$ cat src/rtl/stack_cfg_pkg.sv
// Purpose: Shared constants and decode functions for the stack strap configuration block
// Assumes: Strap pins are digitised elsewhere into ohms to ground and a divider fraction
// Notes:   Thresholds sit midway between neighbouring nominal values
//
// How it works
// - Follower ground codes 10 and 11 give fourth position, 40/52 A or 30/39 A.
// - At power-on the controller queries each follower, which answers its phase position.
// - Any wrong answer sets the power-on fault flag and keeps conversion off.
// - After all answers the controller forwards remaining strap settings; followers adopt them.
// - Ground resistor decodes to a four-bit code, nominal 4640 to 82500 ohms.
// - Divider ratio decodes to its own four-bit code, 0 to 15.
// - Multi-byte settings go byte 0 first (bits 7:0), then ascending bytes.
// - A follower uses only its follower strap and ignores every other strap.
// - The controller always holds position zero; followers count from one.
package stack_cfg_pkg;

    localparam int OHMS_W    = 17;
    localparam int FRAC_W    = 8;
    localparam int CODE_W    = 4;
    localparam int POS_W     = 2;
    localparam int PH_W      = 3;
    localparam int LIM_W     = 8;
    localparam int SET_W     = 16;
    localparam int SET_BYTES = 2;
    localparam int N_THRESH  = 15;

    localparam logic [OHMS_W-1:0] GND_NOM_MIN_OHMS = 17'h01220;
    localparam logic [OHMS_W-1:0] GND_NOM_MAX_OHMS = 17'h14244;
    localparam logic [FRAC_W-1:0] DIV_TOP_FRAC     = 8'he7;

    localparam logic [OHMS_W-1:0] GND_THRESH [0:N_THRESH-1] = '{
        17'h0140a, 17'h01847, 17'h01d6a, 17'h023a5, 17'h02b2a, 17'h03458, 17'h03f7a, 17'h04cc2,
        17'h05cf8, 17'h070b2, 17'h08886, 17'h0a56e, 17'h0c864, 17'h0f2c6, 17'h12624};
    localparam logic [FRAC_W-1:0] DIV_THRESH [0:N_THRESH-1] = '{
        8'h34, 8'h42, 8'h50, 8'h5d, 8'h6c, 8'h7a, 8'h86, 8'h92,
        8'h9e, 8'hab, 8'hb8, 8'hc3, 8'hce, 8'hd9, 8'he2};

    localparam logic [LIM_W-1:0] WARN_HI_A  = 8'h28;
    localparam logic [LIM_W-1:0] FAULT_HI_A = 8'h34;
    localparam logic [LIM_W-1:0] WARN_LO_A  = 8'h1e;
    localparam logic [LIM_W-1:0] FAULT_LO_A = 8'h27;

    localparam logic [POS_W-1:0] CTRL_POSITION = 2'h0;
    localparam logic [PH_W-1:0]  SOLO_PHASES   = 3'h1;

    localparam int CLK_PERIOD_NS      = 5;
    localparam int ANSWER_TIMEOUT_NS  = 10000;
    localparam int ANSWER_TIMEOUT_CYC = ANSWER_TIMEOUT_NS / CLK_PERIOD_NS;
    localparam int TIMER_W            = 11;

    typedef enum logic [2:0] {
        ST_IDLE   = 3'h0,
        ST_QUERY  = 3'h1,
        ST_WAIT   = 3'h2,
        ST_SEND   = 3'h3,
        ST_FOLLOW = 3'h4,
        ST_RUN    = 3'h5,
        ST_FAULT  = 3'h6
    } cfg_state_t;

    function automatic logic [CODE_W-1:0] count_hits(input logic [N_THRESH-1:0] hits);
        logic [CODE_W-1:0] n;
        n = 4'h0;
        for (int i = 0; i < N_THRESH; i++) begin
            n = n + {3'h0, hits[i]};
        end
        return n;
    endfunction : count_hits

    // Result is {valid, position, phases, low_limits}; odd valid codes select the low limit pair
    function automatic logic [6:0] follower_decode(input logic [CODE_W-1:0] code);
        logic [6:0] r;
        r = 7'h00;
        case (code)
            4'h6, 4'h7: r = {1'b1, 2'h1, 3'h2, code[0]};
            4'h4, 4'h5: r = {1'b1, 2'h1, 3'h3, code[0]};
            4'h8, 4'h9: r = {1'b1, 2'h2, 3'h3, code[0]};
            4'h2, 4'h3: r = {1'b1, 2'h1, 3'h4, code[0]};
            4'he, 4'hf: r = {1'b1, 2'h2, 3'h4, code[0]};
            4'ha, 4'hb: r = {1'b1, 2'h3, 3'h4, code[0]};
            default:    r = 7'h00;
        endcase
        return r;
    endfunction : follower_decode

endpackage : stack_cfg_pkg

$ cat src/rtl/stack_pinstrap_config.sv
// Purpose: Power-on stack configuration for controller and follower roles
// Assumes: Follower link peers run on clk_i; role pin is asynchronous
// Notes:   Fault is sticky until reset; a missing answer counts as a mismatch
`timescale 1ns/10ps
module stack_pinstrap_config (
    input  wire logic                               clk_i,
    input  wire logic                               rst_n_i,
    input  wire logic                               follower_mode_i,
    input  wire logic                               strap_valid_i,
    input  wire logic [stack_cfg_pkg::OHMS_W-1:0]   follower_strap_ohms_i,
    input  wire logic [stack_cfg_pkg::FRAC_W-1:0]   follower_strap_frac_i,
    input  wire logic [stack_cfg_pkg::OHMS_W-1:0]   aux_strap_ohms_i,
    input  wire logic [stack_cfg_pkg::FRAC_W-1:0]   aux_strap_frac_i,
    output logic                                    query_valid_o,
    output logic      [stack_cfg_pkg::POS_W-1:0]    query_index_o,
    input  wire logic                               answer_valid_i,
    input  wire logic [stack_cfg_pkg::POS_W-1:0]    answer_position_i,
    input  wire logic [stack_cfg_pkg::PH_W-1:0]     answer_phases_i,
    output logic                                    cfg_valid_o,
    output logic      [7:0]                         cfg_data_o,
    input  wire logic                               query_valid_i,
    input  wire logic [stack_cfg_pkg::POS_W-1:0]    query_index_i,
    output logic                                    answer_valid_o,
    output logic      [stack_cfg_pkg::POS_W-1:0]    answer_position_o,
    output logic      [stack_cfg_pkg::PH_W-1:0]     answer_phases_o,
    input  wire logic                               cfg_valid_i,
    input  wire logic [7:0]                         cfg_data_i,
    output logic      [stack_cfg_pkg::POS_W-1:0]    position_o,
    output logic      [stack_cfg_pkg::PH_W-1:0]     phases_o,
    output logic      [stack_cfg_pkg::LIM_W-1:0]    warn_limit_o,
    output logic      [stack_cfg_pkg::LIM_W-1:0]    fault_limit_o,
    output logic      [stack_cfg_pkg::SET_W-1:0]    settings_o,
    output logic                                    por_fault_o,
    output logic                                    conv_enable_o
);
    logic                               role_meta_ff;
    logic                               follower_ff;
    stack_cfg_pkg::cfg_state_t          state_ff;
    stack_cfg_pkg::cfg_state_t          nxt_state;
    logic [stack_cfg_pkg::POS_W-1:0]    idx_ff;
    logic [stack_cfg_pkg::TIMER_W-1:0]  timer_ff;
    logic                               byte_ff;
    logic [stack_cfg_pkg::CODE_W-1:0]   gnd_code_ff;

    wire logic [stack_cfg_pkg::CODE_W-1:0] flw_gnd;
    wire logic [stack_cfg_pkg::CODE_W-1:0] flw_div;
    wire logic [stack_cfg_pkg::CODE_W-1:0] aux_gnd;
    wire logic [stack_cfg_pkg::CODE_W-1:0] aux_div;
    wire logic [6:0]                       dec;
    wire logic                             dec_ok;
    wire logic [stack_cfg_pkg::PH_W-1:0]   dec_phases;
    wire logic                             mismatch;
    wire logic                             timeout;
    wire logic                             last_idx;
    wire logic                             last_byte;
    wire logic [7:0]                       send_byte;
    wire logic                             my_query;

    strap_code_decoder u_flw_dec (
        .gnd_ohms_i (follower_strap_ohms_i),
        .div_frac_i (follower_strap_frac_i),
        .gnd_code_o (flw_gnd),
        .div_code_o (flw_div)
    );

    strap_code_decoder u_aux_dec (
        .gnd_ohms_i (aux_strap_ohms_i),
        .div_frac_i (aux_strap_frac_i),
        .gnd_code_o (aux_gnd),
        .div_code_o (aux_div)
    );

    assign dec        = stack_cfg_pkg::follower_decode(flw_gnd);
    assign dec_ok     = dec[6];
    // An unusable stack code on the controller means it runs alone
    assign dec_phases = dec_ok ? dec[3:1] : stack_cfg_pkg::SOLO_PHASES;
    assign mismatch   = (answer_position_i != idx_ff) || (answer_phases_i != phases_o);
    assign timeout    = timer_ff == stack_cfg_pkg::TIMER_W'(stack_cfg_pkg::ANSWER_TIMEOUT_CYC - 1);
    assign last_idx   = {1'b0, idx_ff} == phases_o - 3'h1;
    assign last_byte  = byte_ff == 1'(stack_cfg_pkg::SET_BYTES - 1);
    assign send_byte  = settings_o[{byte_ff, 3'h0} +: 8];
    assign my_query   = follower_ff && query_valid_i && (query_index_i == position_o)
                        && ((state_ff == stack_cfg_pkg::ST_FOLLOW) || (state_ff == stack_cfg_pkg::ST_RUN));

    always_comb begin
        nxt_state = state_ff;
        case (state_ff)
            stack_cfg_pkg::ST_IDLE: begin
                if (strap_valid_i) begin
                    if (follower_ff) begin
                        nxt_state = dec_ok ? stack_cfg_pkg::ST_FOLLOW : stack_cfg_pkg::ST_FAULT;
                    end else if (dec_phases > stack_cfg_pkg::SOLO_PHASES) begin
                        nxt_state = stack_cfg_pkg::ST_QUERY;
                    end else begin
                        nxt_state = stack_cfg_pkg::ST_RUN;
                    end
                end
            end
            stack_cfg_pkg::ST_QUERY: nxt_state = stack_cfg_pkg::ST_WAIT;
            stack_cfg_pkg::ST_WAIT: begin
                if (answer_valid_i && mismatch) begin
                    nxt_state = stack_cfg_pkg::ST_FAULT;
                end else if (answer_valid_i) begin
                    nxt_state = last_idx ? stack_cfg_pkg::ST_SEND : stack_cfg_pkg::ST_QUERY;
                end else if (timeout) begin
                    nxt_state = stack_cfg_pkg::ST_FAULT;
                end
            end
            stack_cfg_pkg::ST_SEND: begin
                if (last_byte) begin
                    nxt_state = stack_cfg_pkg::ST_RUN;
                end
            end
            stack_cfg_pkg::ST_FOLLOW: begin
                if (cfg_valid_i && last_byte) begin
                    nxt_state = stack_cfg_pkg::ST_RUN;
                end
            end
            stack_cfg_pkg::ST_RUN:   nxt_state = stack_cfg_pkg::ST_RUN;
            stack_cfg_pkg::ST_FAULT: nxt_state = stack_cfg_pkg::ST_FAULT;
            default:                 nxt_state = stack_cfg_pkg::ST_FAULT;
        endcase
    end

    // Role pin is a strap from outside, so it is resynchronised before use
    always_ff @(posedge clk_i) begin
        if (!rst_n_i) begin
            role_meta_ff <= 1'b0;
            follower_ff  <= 1'b0;
        end else begin
            role_meta_ff <= follower_mode_i;
            follower_ff  <= role_meta_ff;
        end
    end

    always_ff @(posedge clk_i) begin
        if (!rst_n_i) begin
            state_ff      <= stack_cfg_pkg::ST_IDLE;
            por_fault_o   <= 1'b0;
            conv_enable_o <= 1'b0;
        end else begin
            state_ff      <= nxt_state;
            por_fault_o   <= nxt_state == stack_cfg_pkg::ST_FAULT;
            conv_enable_o <= nxt_state == stack_cfg_pkg::ST_RUN;
        end
    end

    always_ff @(posedge clk_i) begin
        if (!rst_n_i) begin
            gnd_code_ff   <= 4'h0;
            position_o    <= stack_cfg_pkg::CTRL_POSITION;
            phases_o      <= stack_cfg_pkg::SOLO_PHASES;
            warn_limit_o  <= stack_cfg_pkg::WARN_HI_A;
            fault_limit_o <= stack_cfg_pkg::FAULT_HI_A;
        end else if (state_ff == stack_cfg_pkg::ST_IDLE && strap_valid_i) begin
            gnd_code_ff   <= flw_gnd;
            position_o    <= follower_ff ? dec[5:4] : stack_cfg_pkg::CTRL_POSITION;
            phases_o      <= dec_phases;
            warn_limit_o  <= dec[0] ? stack_cfg_pkg::WARN_LO_A : stack_cfg_pkg::WARN_HI_A;
            fault_limit_o <= dec[0] ? stack_cfg_pkg::FAULT_LO_A : stack_cfg_pkg::FAULT_HI_A;
        end
    end

    always_ff @(posedge clk_i) begin
        if (!rst_n_i) begin
            settings_o <= 16'h0000;
        end else if (state_ff == stack_cfg_pkg::ST_IDLE && strap_valid_i) begin
            // Followers drop their own aux strap and wait for the controller's copy
            settings_o <= follower_ff ? 16'h0000 : {aux_div, aux_gnd, flw_div, flw_gnd};
        end else if (state_ff == stack_cfg_pkg::ST_FOLLOW && cfg_valid_i) begin
            settings_o[{byte_ff, 3'h0} +: 8] <= cfg_data_i;
        end
    end

    always_ff @(posedge clk_i) begin
        if (!rst_n_i) begin
            idx_ff   <= 2'h1;
            timer_ff <= '0;
            byte_ff  <= 1'b0;
        end else begin
            if (state_ff == stack_cfg_pkg::ST_WAIT && answer_valid_i) begin
                idx_ff <= idx_ff + 2'h1;
            end
            timer_ff <= (state_ff == stack_cfg_pkg::ST_WAIT) ? timer_ff + 1'b1 : '0;
            if (state_ff == stack_cfg_pkg::ST_SEND
                || (state_ff == stack_cfg_pkg::ST_FOLLOW && cfg_valid_i)) begin
                byte_ff <= byte_ff + 1'b1;
            end
        end
    end

    always_ff @(posedge clk_i) begin
        if (!rst_n_i) begin
            query_valid_o     <= 1'b0;
            query_index_o     <= 2'h0;
            cfg_valid_o       <= 1'b0;
            cfg_data_o        <= 8'h00;
            answer_valid_o    <= 1'b0;
            answer_position_o <= 2'h0;
            answer_phases_o   <= 3'h0;
        end else begin
            query_valid_o     <= state_ff == stack_cfg_pkg::ST_QUERY;
            query_index_o     <= idx_ff;
            cfg_valid_o       <= state_ff == stack_cfg_pkg::ST_SEND;
            cfg_data_o        <= send_byte;
            answer_valid_o    <= my_query;
            answer_position_o <= position_o;
            answer_phases_o   <= phases_o;
        end
    end
endmodule : stack_pinstrap_config

$ cat src/rtl/strap_code_decoder.sv
// Purpose: Turn one digitised strap pin into its ground code and divider code
// Assumes: Inputs come from logic on the same clock
// Notes:   Purely combinational; the caller latches the codes
`timescale 1ns/10ps
module strap_code_decoder (
    input  wire logic [stack_cfg_pkg::OHMS_W-1:0] gnd_ohms_i,
    input  wire logic [stack_cfg_pkg::FRAC_W-1:0] div_frac_i,
    output wire logic [stack_cfg_pkg::CODE_W-1:0] gnd_code_o,
    output wire logic [stack_cfg_pkg::CODE_W-1:0] div_code_o
);
    wire logic [stack_cfg_pkg::N_THRESH-1:0] gnd_hits;
    wire logic [stack_cfg_pkg::N_THRESH-1:0] div_hits;

    genvar g;
    generate
        for (g = 0; g < stack_cfg_pkg::N_THRESH; g++) begin : g_cmp
            assign gnd_hits[g] = gnd_ohms_i >= stack_cfg_pkg::GND_THRESH[g];
            assign div_hits[g] = div_frac_i >= stack_cfg_pkg::DIV_THRESH[g];
        end
    endgenerate

    // Thermometer count keeps the code monotonic even if the table shifts
    assign gnd_code_o = stack_cfg_pkg::count_hits(gnd_hits);
    assign div_code_o = stack_cfg_pkg::count_hits(div_hits);
endmodule : strap_code_decoder

$ cat config.mk
export PLATFORM = sky130hd
export DESIGN_NAME = stack_pinstrap_config
export DESIGN_NICKNAME = d
export VERILOG_FILES = /design/src/rtl/stack_cfg_pkg.sv /design/src/rtl/stack_pinstrap_config.sv /design/src/rtl/strap_code_decoder.sv
export SDC_FILE = /design/constraint.sdc
export NUM_CORES = 1
export LEC_CHECK = 0
export BUFFER_PORTS_ARGS = -buffer_cell sky130_fd_sc_hd__buf_4
export CORE_MARGIN = 2
export CORE_UTILIZATION = 45
export CTS_BUF_LIST = sky130_fd_sc_hd__clkbuf_16
export DETAILED_ROUTE_END_ITERATION = 16
export GPL_TIMING_DRIVEN = 0
export PLACE_DENSITY = 0.68
export SYNTH_ARGS = -nofsm -noshare
export SYNTH_HDL_FRONTEND = slang
export SYNTH_HIERARCHICAL = 1
export SYNTH_SLANG_ARGS = --single-unit
$ cat constraint.sdc
create_clock -name clk_i -period 12.8 [get_ports clk_i]
set_input_delay 0 -clock clk_i [delete_from_list [all_inputs] [get_ports clk_i]]
set_output_delay 0 -clock clk_i [all_outputs]
set_load 0.02 [all_outputs]
# Word-level counts from Yosys, hierarchy flattened
# Cells that the tools add are included.
[word_totals] elab_cells=209 register_bits=76 in_bits=72 output_inout_bits=57
[classes] order_cmp=61 n_eq_ne=24 shifts=3 add_sub_neg=61 muxes=20 n_reduce_logical=20
[op_table] cell="$add 4x1->4" n=52
[op_table] cell="$ge 8x8->1 const B" n=18
[op_table] cell="$ge 17x14->1 const B" n=8
[op_table] cell="$ge 17x16->1 const B" n=8
[op_table] cell="$ge 17x13->1 const B" n=6
[op_table] cell="$ge 17x15->1 const B" n=6
[op_table] cell="$ge 8x7->1 const B" n=10
[op_table] cell="$mux 16" n=3
[op_table] cell="$pmux 7 s6" n=1
[op_table] cell="$ge 17x17->1 const B" n=2
[op_table] cell="$mux 3" n=9
[op_table] cell="$eq 4x4->1 const B" n=6
[op_table] cell="$pmux 3 s6" n=1
[op_table] cell="$bwmux 16" n=1
[op_table] cell="$eq 4x3->1 const B" n=4
[op_table] cell="$ge 8x6->1 const B" n=2
[op_table] cell="$shift 8x6->16 const A" n=1
[op_table] cell="$shiftx 16x5->8" n=1
[op_table] cell="$shiftx 8x6->16" n=1
[op_table] cell="$eq 3x3->1 const B" n=4
[op_table] cell="$reduce_or 2->1" n=6
[op_table] cell="$add 11x1->11 const B" n=1
[op_table] cell="$eq 11x11->1 const B" n=1
[op_table] cell="$add 1x1->2" n=4
[op_table] cell="20 further kinds" n=33

# Longest topological paths before layout
[logic_depth] depth_word=25 mapped_depth=18 ltp_nobuf=17

# By module
# Netlist, hierarchy kept.
[modules_own_cells] mod="stack_pinstrap_config" area_each_um2=2772.7 instances=1 cells_per_inst=297
[modules_own_cells] mod="strap_code_decoder at u_aux_dec" area_each_um2=1506.4 instances=1 cells_per_inst=214
[modules_own_cells] mod="strap_code_decoder at u_flw_dec" area_each_um2=1472.7 instances=1 cells_per_inst=204

# Least setup slack after synthesis
# OpenSTA, ideal clock, no wires.
[synth_path] path_type="input to register" from="input follower_strap_ohms_i[5] (netlist bit)" to="register por_fault_o" setup_ns=0.075 arrival_time_ns=4.939 slack_ns=7.786 cell_stages=17 cell_sequence="buf_2 or3_1 or4_1 a31oi_1 fa_1 inv_1 fa_1 fa_1 fa_1 fa_1 inv_1 fa_1 xnor2_1 xor2_1 or2_2 o311a_1 a22oi_2"
[synth_via] elab_chain_len=25 elab_cells_between_ends=56
[synth_rtl] element="start, declared" line_no="stack_pinstrap_config.sv:10" text="input wire logic [stack_cfg_pkg::OHMS_W-1:0] follower_strap_ohms_i,"
[synth_rtl] element="$ge 17x13->1" line_no="strap_code_decoder.sv:17" text="assign gnd_hits[g] = gnd_ohms_i >= stack_cfg_pkg::GND_THRESH[g];"
[synth_rtl] element="$add 1x1->2" line_no="stack_cfg_pkg.sv:65" text="n = n + {3'h0, hits[i]};"
[synth_rtl] element="$add 4x1->4 (12 in a row)" line_no="stack_cfg_pkg.sv:65"
[synth_rtl] element="$add 4x1->4 *" line_no="stack_cfg_pkg.sv:65"
[synth_rtl] element="via flw_gnd (one bit)" line_no="stack_pinstrap_config.sv:45" text="wire logic [stack_cfg_pkg::CODE_W-1:0] flw_gnd;"
[synth_rtl] element="$eq 4x4->1, or another cell as far along" line_no="stack_cfg_pkg.sv:74" text="case (code)"
[synth_rtl] element="$reduce_or 2->1" line_no="stack_cfg_pkg.sv:74"
[synth_rtl] element="$pmux 7 s6 *" line_no="stack_cfg_pkg.sv:74"
[synth_rtl] element="$mux 3" line_no="stack_pinstrap_config.sv:76" text="assign dec_phases = dec_ok ? dec[3:1] : stack_cfg_pkg::SOLO_PHASES;"
[synth_rtl] element="$gt 3x1->1" line_no="stack_pinstrap_config.sv:92" text="end else if (dec_phases > stack_cfg_pkg::SOLO_PHASES) begin"
[synth_rtl] element="$mux 3" line_no="stack_pinstrap_config.sv:92"
[synth_rtl] element="$mux 3 *" line_no="stack_pinstrap_config.sv:90" text="if (follower_ff) begin"
[synth_rtl] element="$mux 3 *" line_no="stack_pinstrap_config.sv:89" text="if (strap_valid_i) begin"
[synth_rtl] element="$pmux 3 s6 *" line_no="stack_pinstrap_config.sv:87" text="case (state_ff)"
[synth_rtl] element="$eq 3x3->1 *" line_no="stack_pinstrap_config.sv:143" text="por_fault_o <= nxt_state == stack_cfg_pkg::ST_FAULT;"
[synth_rtl] element="end signal, assigned" line_no="stack_pinstrap_config.sv:143"
[synth_rtl] element="end, declared" line_no="stack_pinstrap_config.sv:33" text="output logic por_fault_o,"
# The timed path passes the listed nets; every way through them passes the cells marked *.
# A chain may end at the register's enable or synchronous reset.

# Worst setup path in the final report
[layout_path] from="input follower_strap_ohms_i[2] (netlist bit)" to="register por_fault_o"
# Same word-level chain as after synthesis.

==> flow_metrics.py <==
metrics = {
    "die": {
        "pin_count": 129,
        "die_h_um": 117,
        "initial_core_util_pct": 45.8,
        "dieArea_um2": 13700,
        "rows": 41,
        "core_area_um2": 12600,
        "die_w_um": 117,
    },
    "logic_synthesis": {
        "ys_ff_latch": 62,
        "synth_top_area_share_pct": 21.6,
        "postSynthCellCount": 715,
        "yosysSeqAreaShare_pct": 21.6,
        "yosys_warnings": 6,
        "ys.flop_type": "dfxtp_1",
        "async_flop_share_pct": 0,
        "synth_area_um2": 5750,
        "avgSynthCellArea_um2": 8.04,
        "yosysTopAreaCell": "dfxtp_1",
        "synthDistinctLibCells": 76,
        "synthTopCellsByArea": "dfxtp_1 (22%), fa_1 (14%), a21oi_1 (4.3%)",
        "synth_edf_count": 0,
    },
    "clock_network": {
        "cts_tree": "yes",
        "h-tree-depth": 3,
        "clock_latency_ns": 0.33,
        "ctsHoldBuffers": 10,
        "cts.path.max_buffers": 2,
        "cts_made_buffers": 9,
        "post_cts_buffers": 0,
        "post_cts_resized": 0,
        "clockRootBuffer": "clkbuf_16",
        "cts.reportedPaths.clkPinSlew_ns": 0.05,
        "cts.sinks": 62,
    },
    "global_route": {
        "antenna_found_initial": 0,
        "track_usage_pct": 23.2,
        "grt_max_degree": 12,
        "grt_pass1_wl_um": 25300,
        "first_global_vias": 5411,
        "overflow": 0,
    },
    "place": {
        "hpwl_um": 12300,
        "place.gp.congestion": 0.921,
        "io_buffers": 105,
        "placed_cell_area_um2": 6780,
    },
    "route": {
        "antenna_left": 0,
        "wl_per_cell_um": 15.4,
        "drc": 0,
        "viasPerCell": 5.56,
        "wl_um": 15800,
        "drtIter0Drc": 419,
        "firstDrtPassIters": 6,
        "vias": 5696,
    },
    "power": {
        "p_leak_uw": 0.00308,
        "ir_worst_vdd_mv": 0.0996,
        "power.density_nw_per_um2": 155,
    },
    "critical_path": {
        "worstPathRequired_ns": 13.05,
        "start_kind": "input port",
        "worstPathArrival_ns": 5.55,
        "crit_fanout": 10,
        "worstSetupPathType": "in -> reg",
        "endpoint_kind": "flip-flop",
    },
    "run": {
        "drv_cap": 0,
    },
    "layout": {
        "final_core_util_pct": 57.1,
        "diodes": 0,
        "multi_input_area_um2": 3900,
        "layout_commonest_cell": "buf_4",
        "seq_area_um2": 1240,
        "mostFrequentLayoutCells": "buf_4 (121), inv_1 (64), dfxtp_1 (62)",
        "drive_above_1_share_pct": 20.3,
        "area_delta_synth_final_pct": 24.7,
        "stdcell_area_um2": 7170,
        "n_fill_cell": 1181,
        "nets": 970,
    },
    "timing": {
        "min_period_ns": 5.30,
        "tightest_slew_ns": 0.691,
        "slew_headroom_pct": 52.7,
        "period_share_pct": 41.4,
        "rsz0062_at_grt": "no",
        "hold_viol": 0,
        "slew_violations": 0,
        "finalSetupTns_ns": 0,
        "finClkSkew_ns": 0.00499,
        "max_freq_mhz": 189,
        "finalSetupViolCount": 0,
    },
    "min_path": {
        "hp-class": "in -> reg",
    },
    "status": {
        "status": "complete, no violations",
    },
}
==> per-stage QoR <==
stage	hold slack, ns	instances	worst slack (ns)	total power, µW
global route	0.0332	1024	7.26	1190
global placement	0.214	999	7.28	857
CTS	0.00962	1024	7.55	1120
floorplan	0.127	722	7.79	682
finish	0.0184	1024	7.50	1110
detailed placement	0.217	999	7.21	875
==> report_power, final <==
| part | switching, µW | internal [µW] | leakage (µW) |
|---|---|---|---|
| Combinational | 338 | 259 | 0.00244 |
| Sequential | 39.6 | 239 | 0.000507 |
| Clock | 85.4 | 149 | 0.000137 |
| Total | 463 | 647 | 0.00308 |
==> cell usage after synthesis, drive strengths merged (9+ instances only) <==
cell type and instances:
nand3 21, a21oi 50, a22oi 15, a31oi 13, nor2b 10, xor2 12, xnor2 13, o21ai 55
dfxtp 62, o211ai 9, a21o 12, inv 64, and2 16, nand2 43, or3 11, nor2 41
buf 34, clkbuf 36, o31ai 14, ha 10, nor3 17, fa 40
==> kinds of logic (layout without fill, tap and decap cells) <==
group | after synthesis | after routing | synth area share, %
AO/OA/AOI/OAI | 225 | 225 | 26.0
AND/OR/NAND/NOR | 209 | 209 | 19.9
buffers and inverters | 134 | 264 | 11.1
flip-flops | 62 | 62 | 21.6
adder cells (fa/ha/maj) | 50 | 50 | 16.1
XOR/XNOR | 25 | 25 | 3.81
multiplexers | 8 | 8 | 1.39
other | 2 | 9 | 0.131
==> layout make-up <==
type                            count  share of cell area [%]
Multi-Input combinational cell    526                    54.4
Sequential cell                    62                    17.3
Timing Repair Buffer              115                    12.4
Buffer                             70                    5.57
Inverter                           64                    3.35
Clock buffer                        9                    3.14
Tap cell                          172                    3.00
Clock inverter                      6                   0.890
==> state kept, by name, indices dropped and copies added, names as in the netlist, 2 cells and up <==
signal and flops:
answer_phases_o 3, answer_position_o 2, cfg_data_o 8, idx_ff 2
phases_o 3, position_o 2, query_index_o 2, settings_o 16
state_ff 3, timer_ff 11
==> critical path, stage by stage <==
cell and delay, ns:
buf_4 0.11, clkbuf_1 0.19, or4_1 0.55, o221ai_1 0.27, a31oi_1 0.15, fa_1 0.55
fa_1 0.46, fa_1 0.53, fa_1 0.58, fa_1 0.20, inv_1 0.06, fa_1 0.37
xnor2_1 0.54, xor2_1 0.19, or2_2 0.32, o311a_1 0.32, a22oi_2 0.15
==> layer usage <==
| layer | GRT usage [%] | vias up | part of all wire [%] |
|---|---|---|---|
| li1 | - | 2758 | - |
| met1 | 30.1 | 2683 | 42 |
| met2 | 38.3 | 213 | 48 |
| met3 | 4.38 | 42 | 6.8 |
| met4 | 9.02 | 0 | 2.6 |
| met5 | 0 | - | 0 |
==> final timing paths <==
path / startpoint / to / slack, ns / cells after the start
max: follower_strap_ohms_i[2] / por_fault_o$_SDFF_PN0_ / 7.50 / 17
min reg2reg: role_meta_ff$_SDFF_PN0_ / follower_ff$_SDFF_PN0_ / 0.45 / 1
max reg2reg: byte_ff$_SDFFE_PN0P_ / settings_o[13]$_SDFFE_PN0P_ / 10.94 / 6
min: cfg_data_i[2] / settings_o[10]$_SDFFE_PN0P_ / 0.02 / 3
Note: power is estimated with default switching activity, not from simulation.
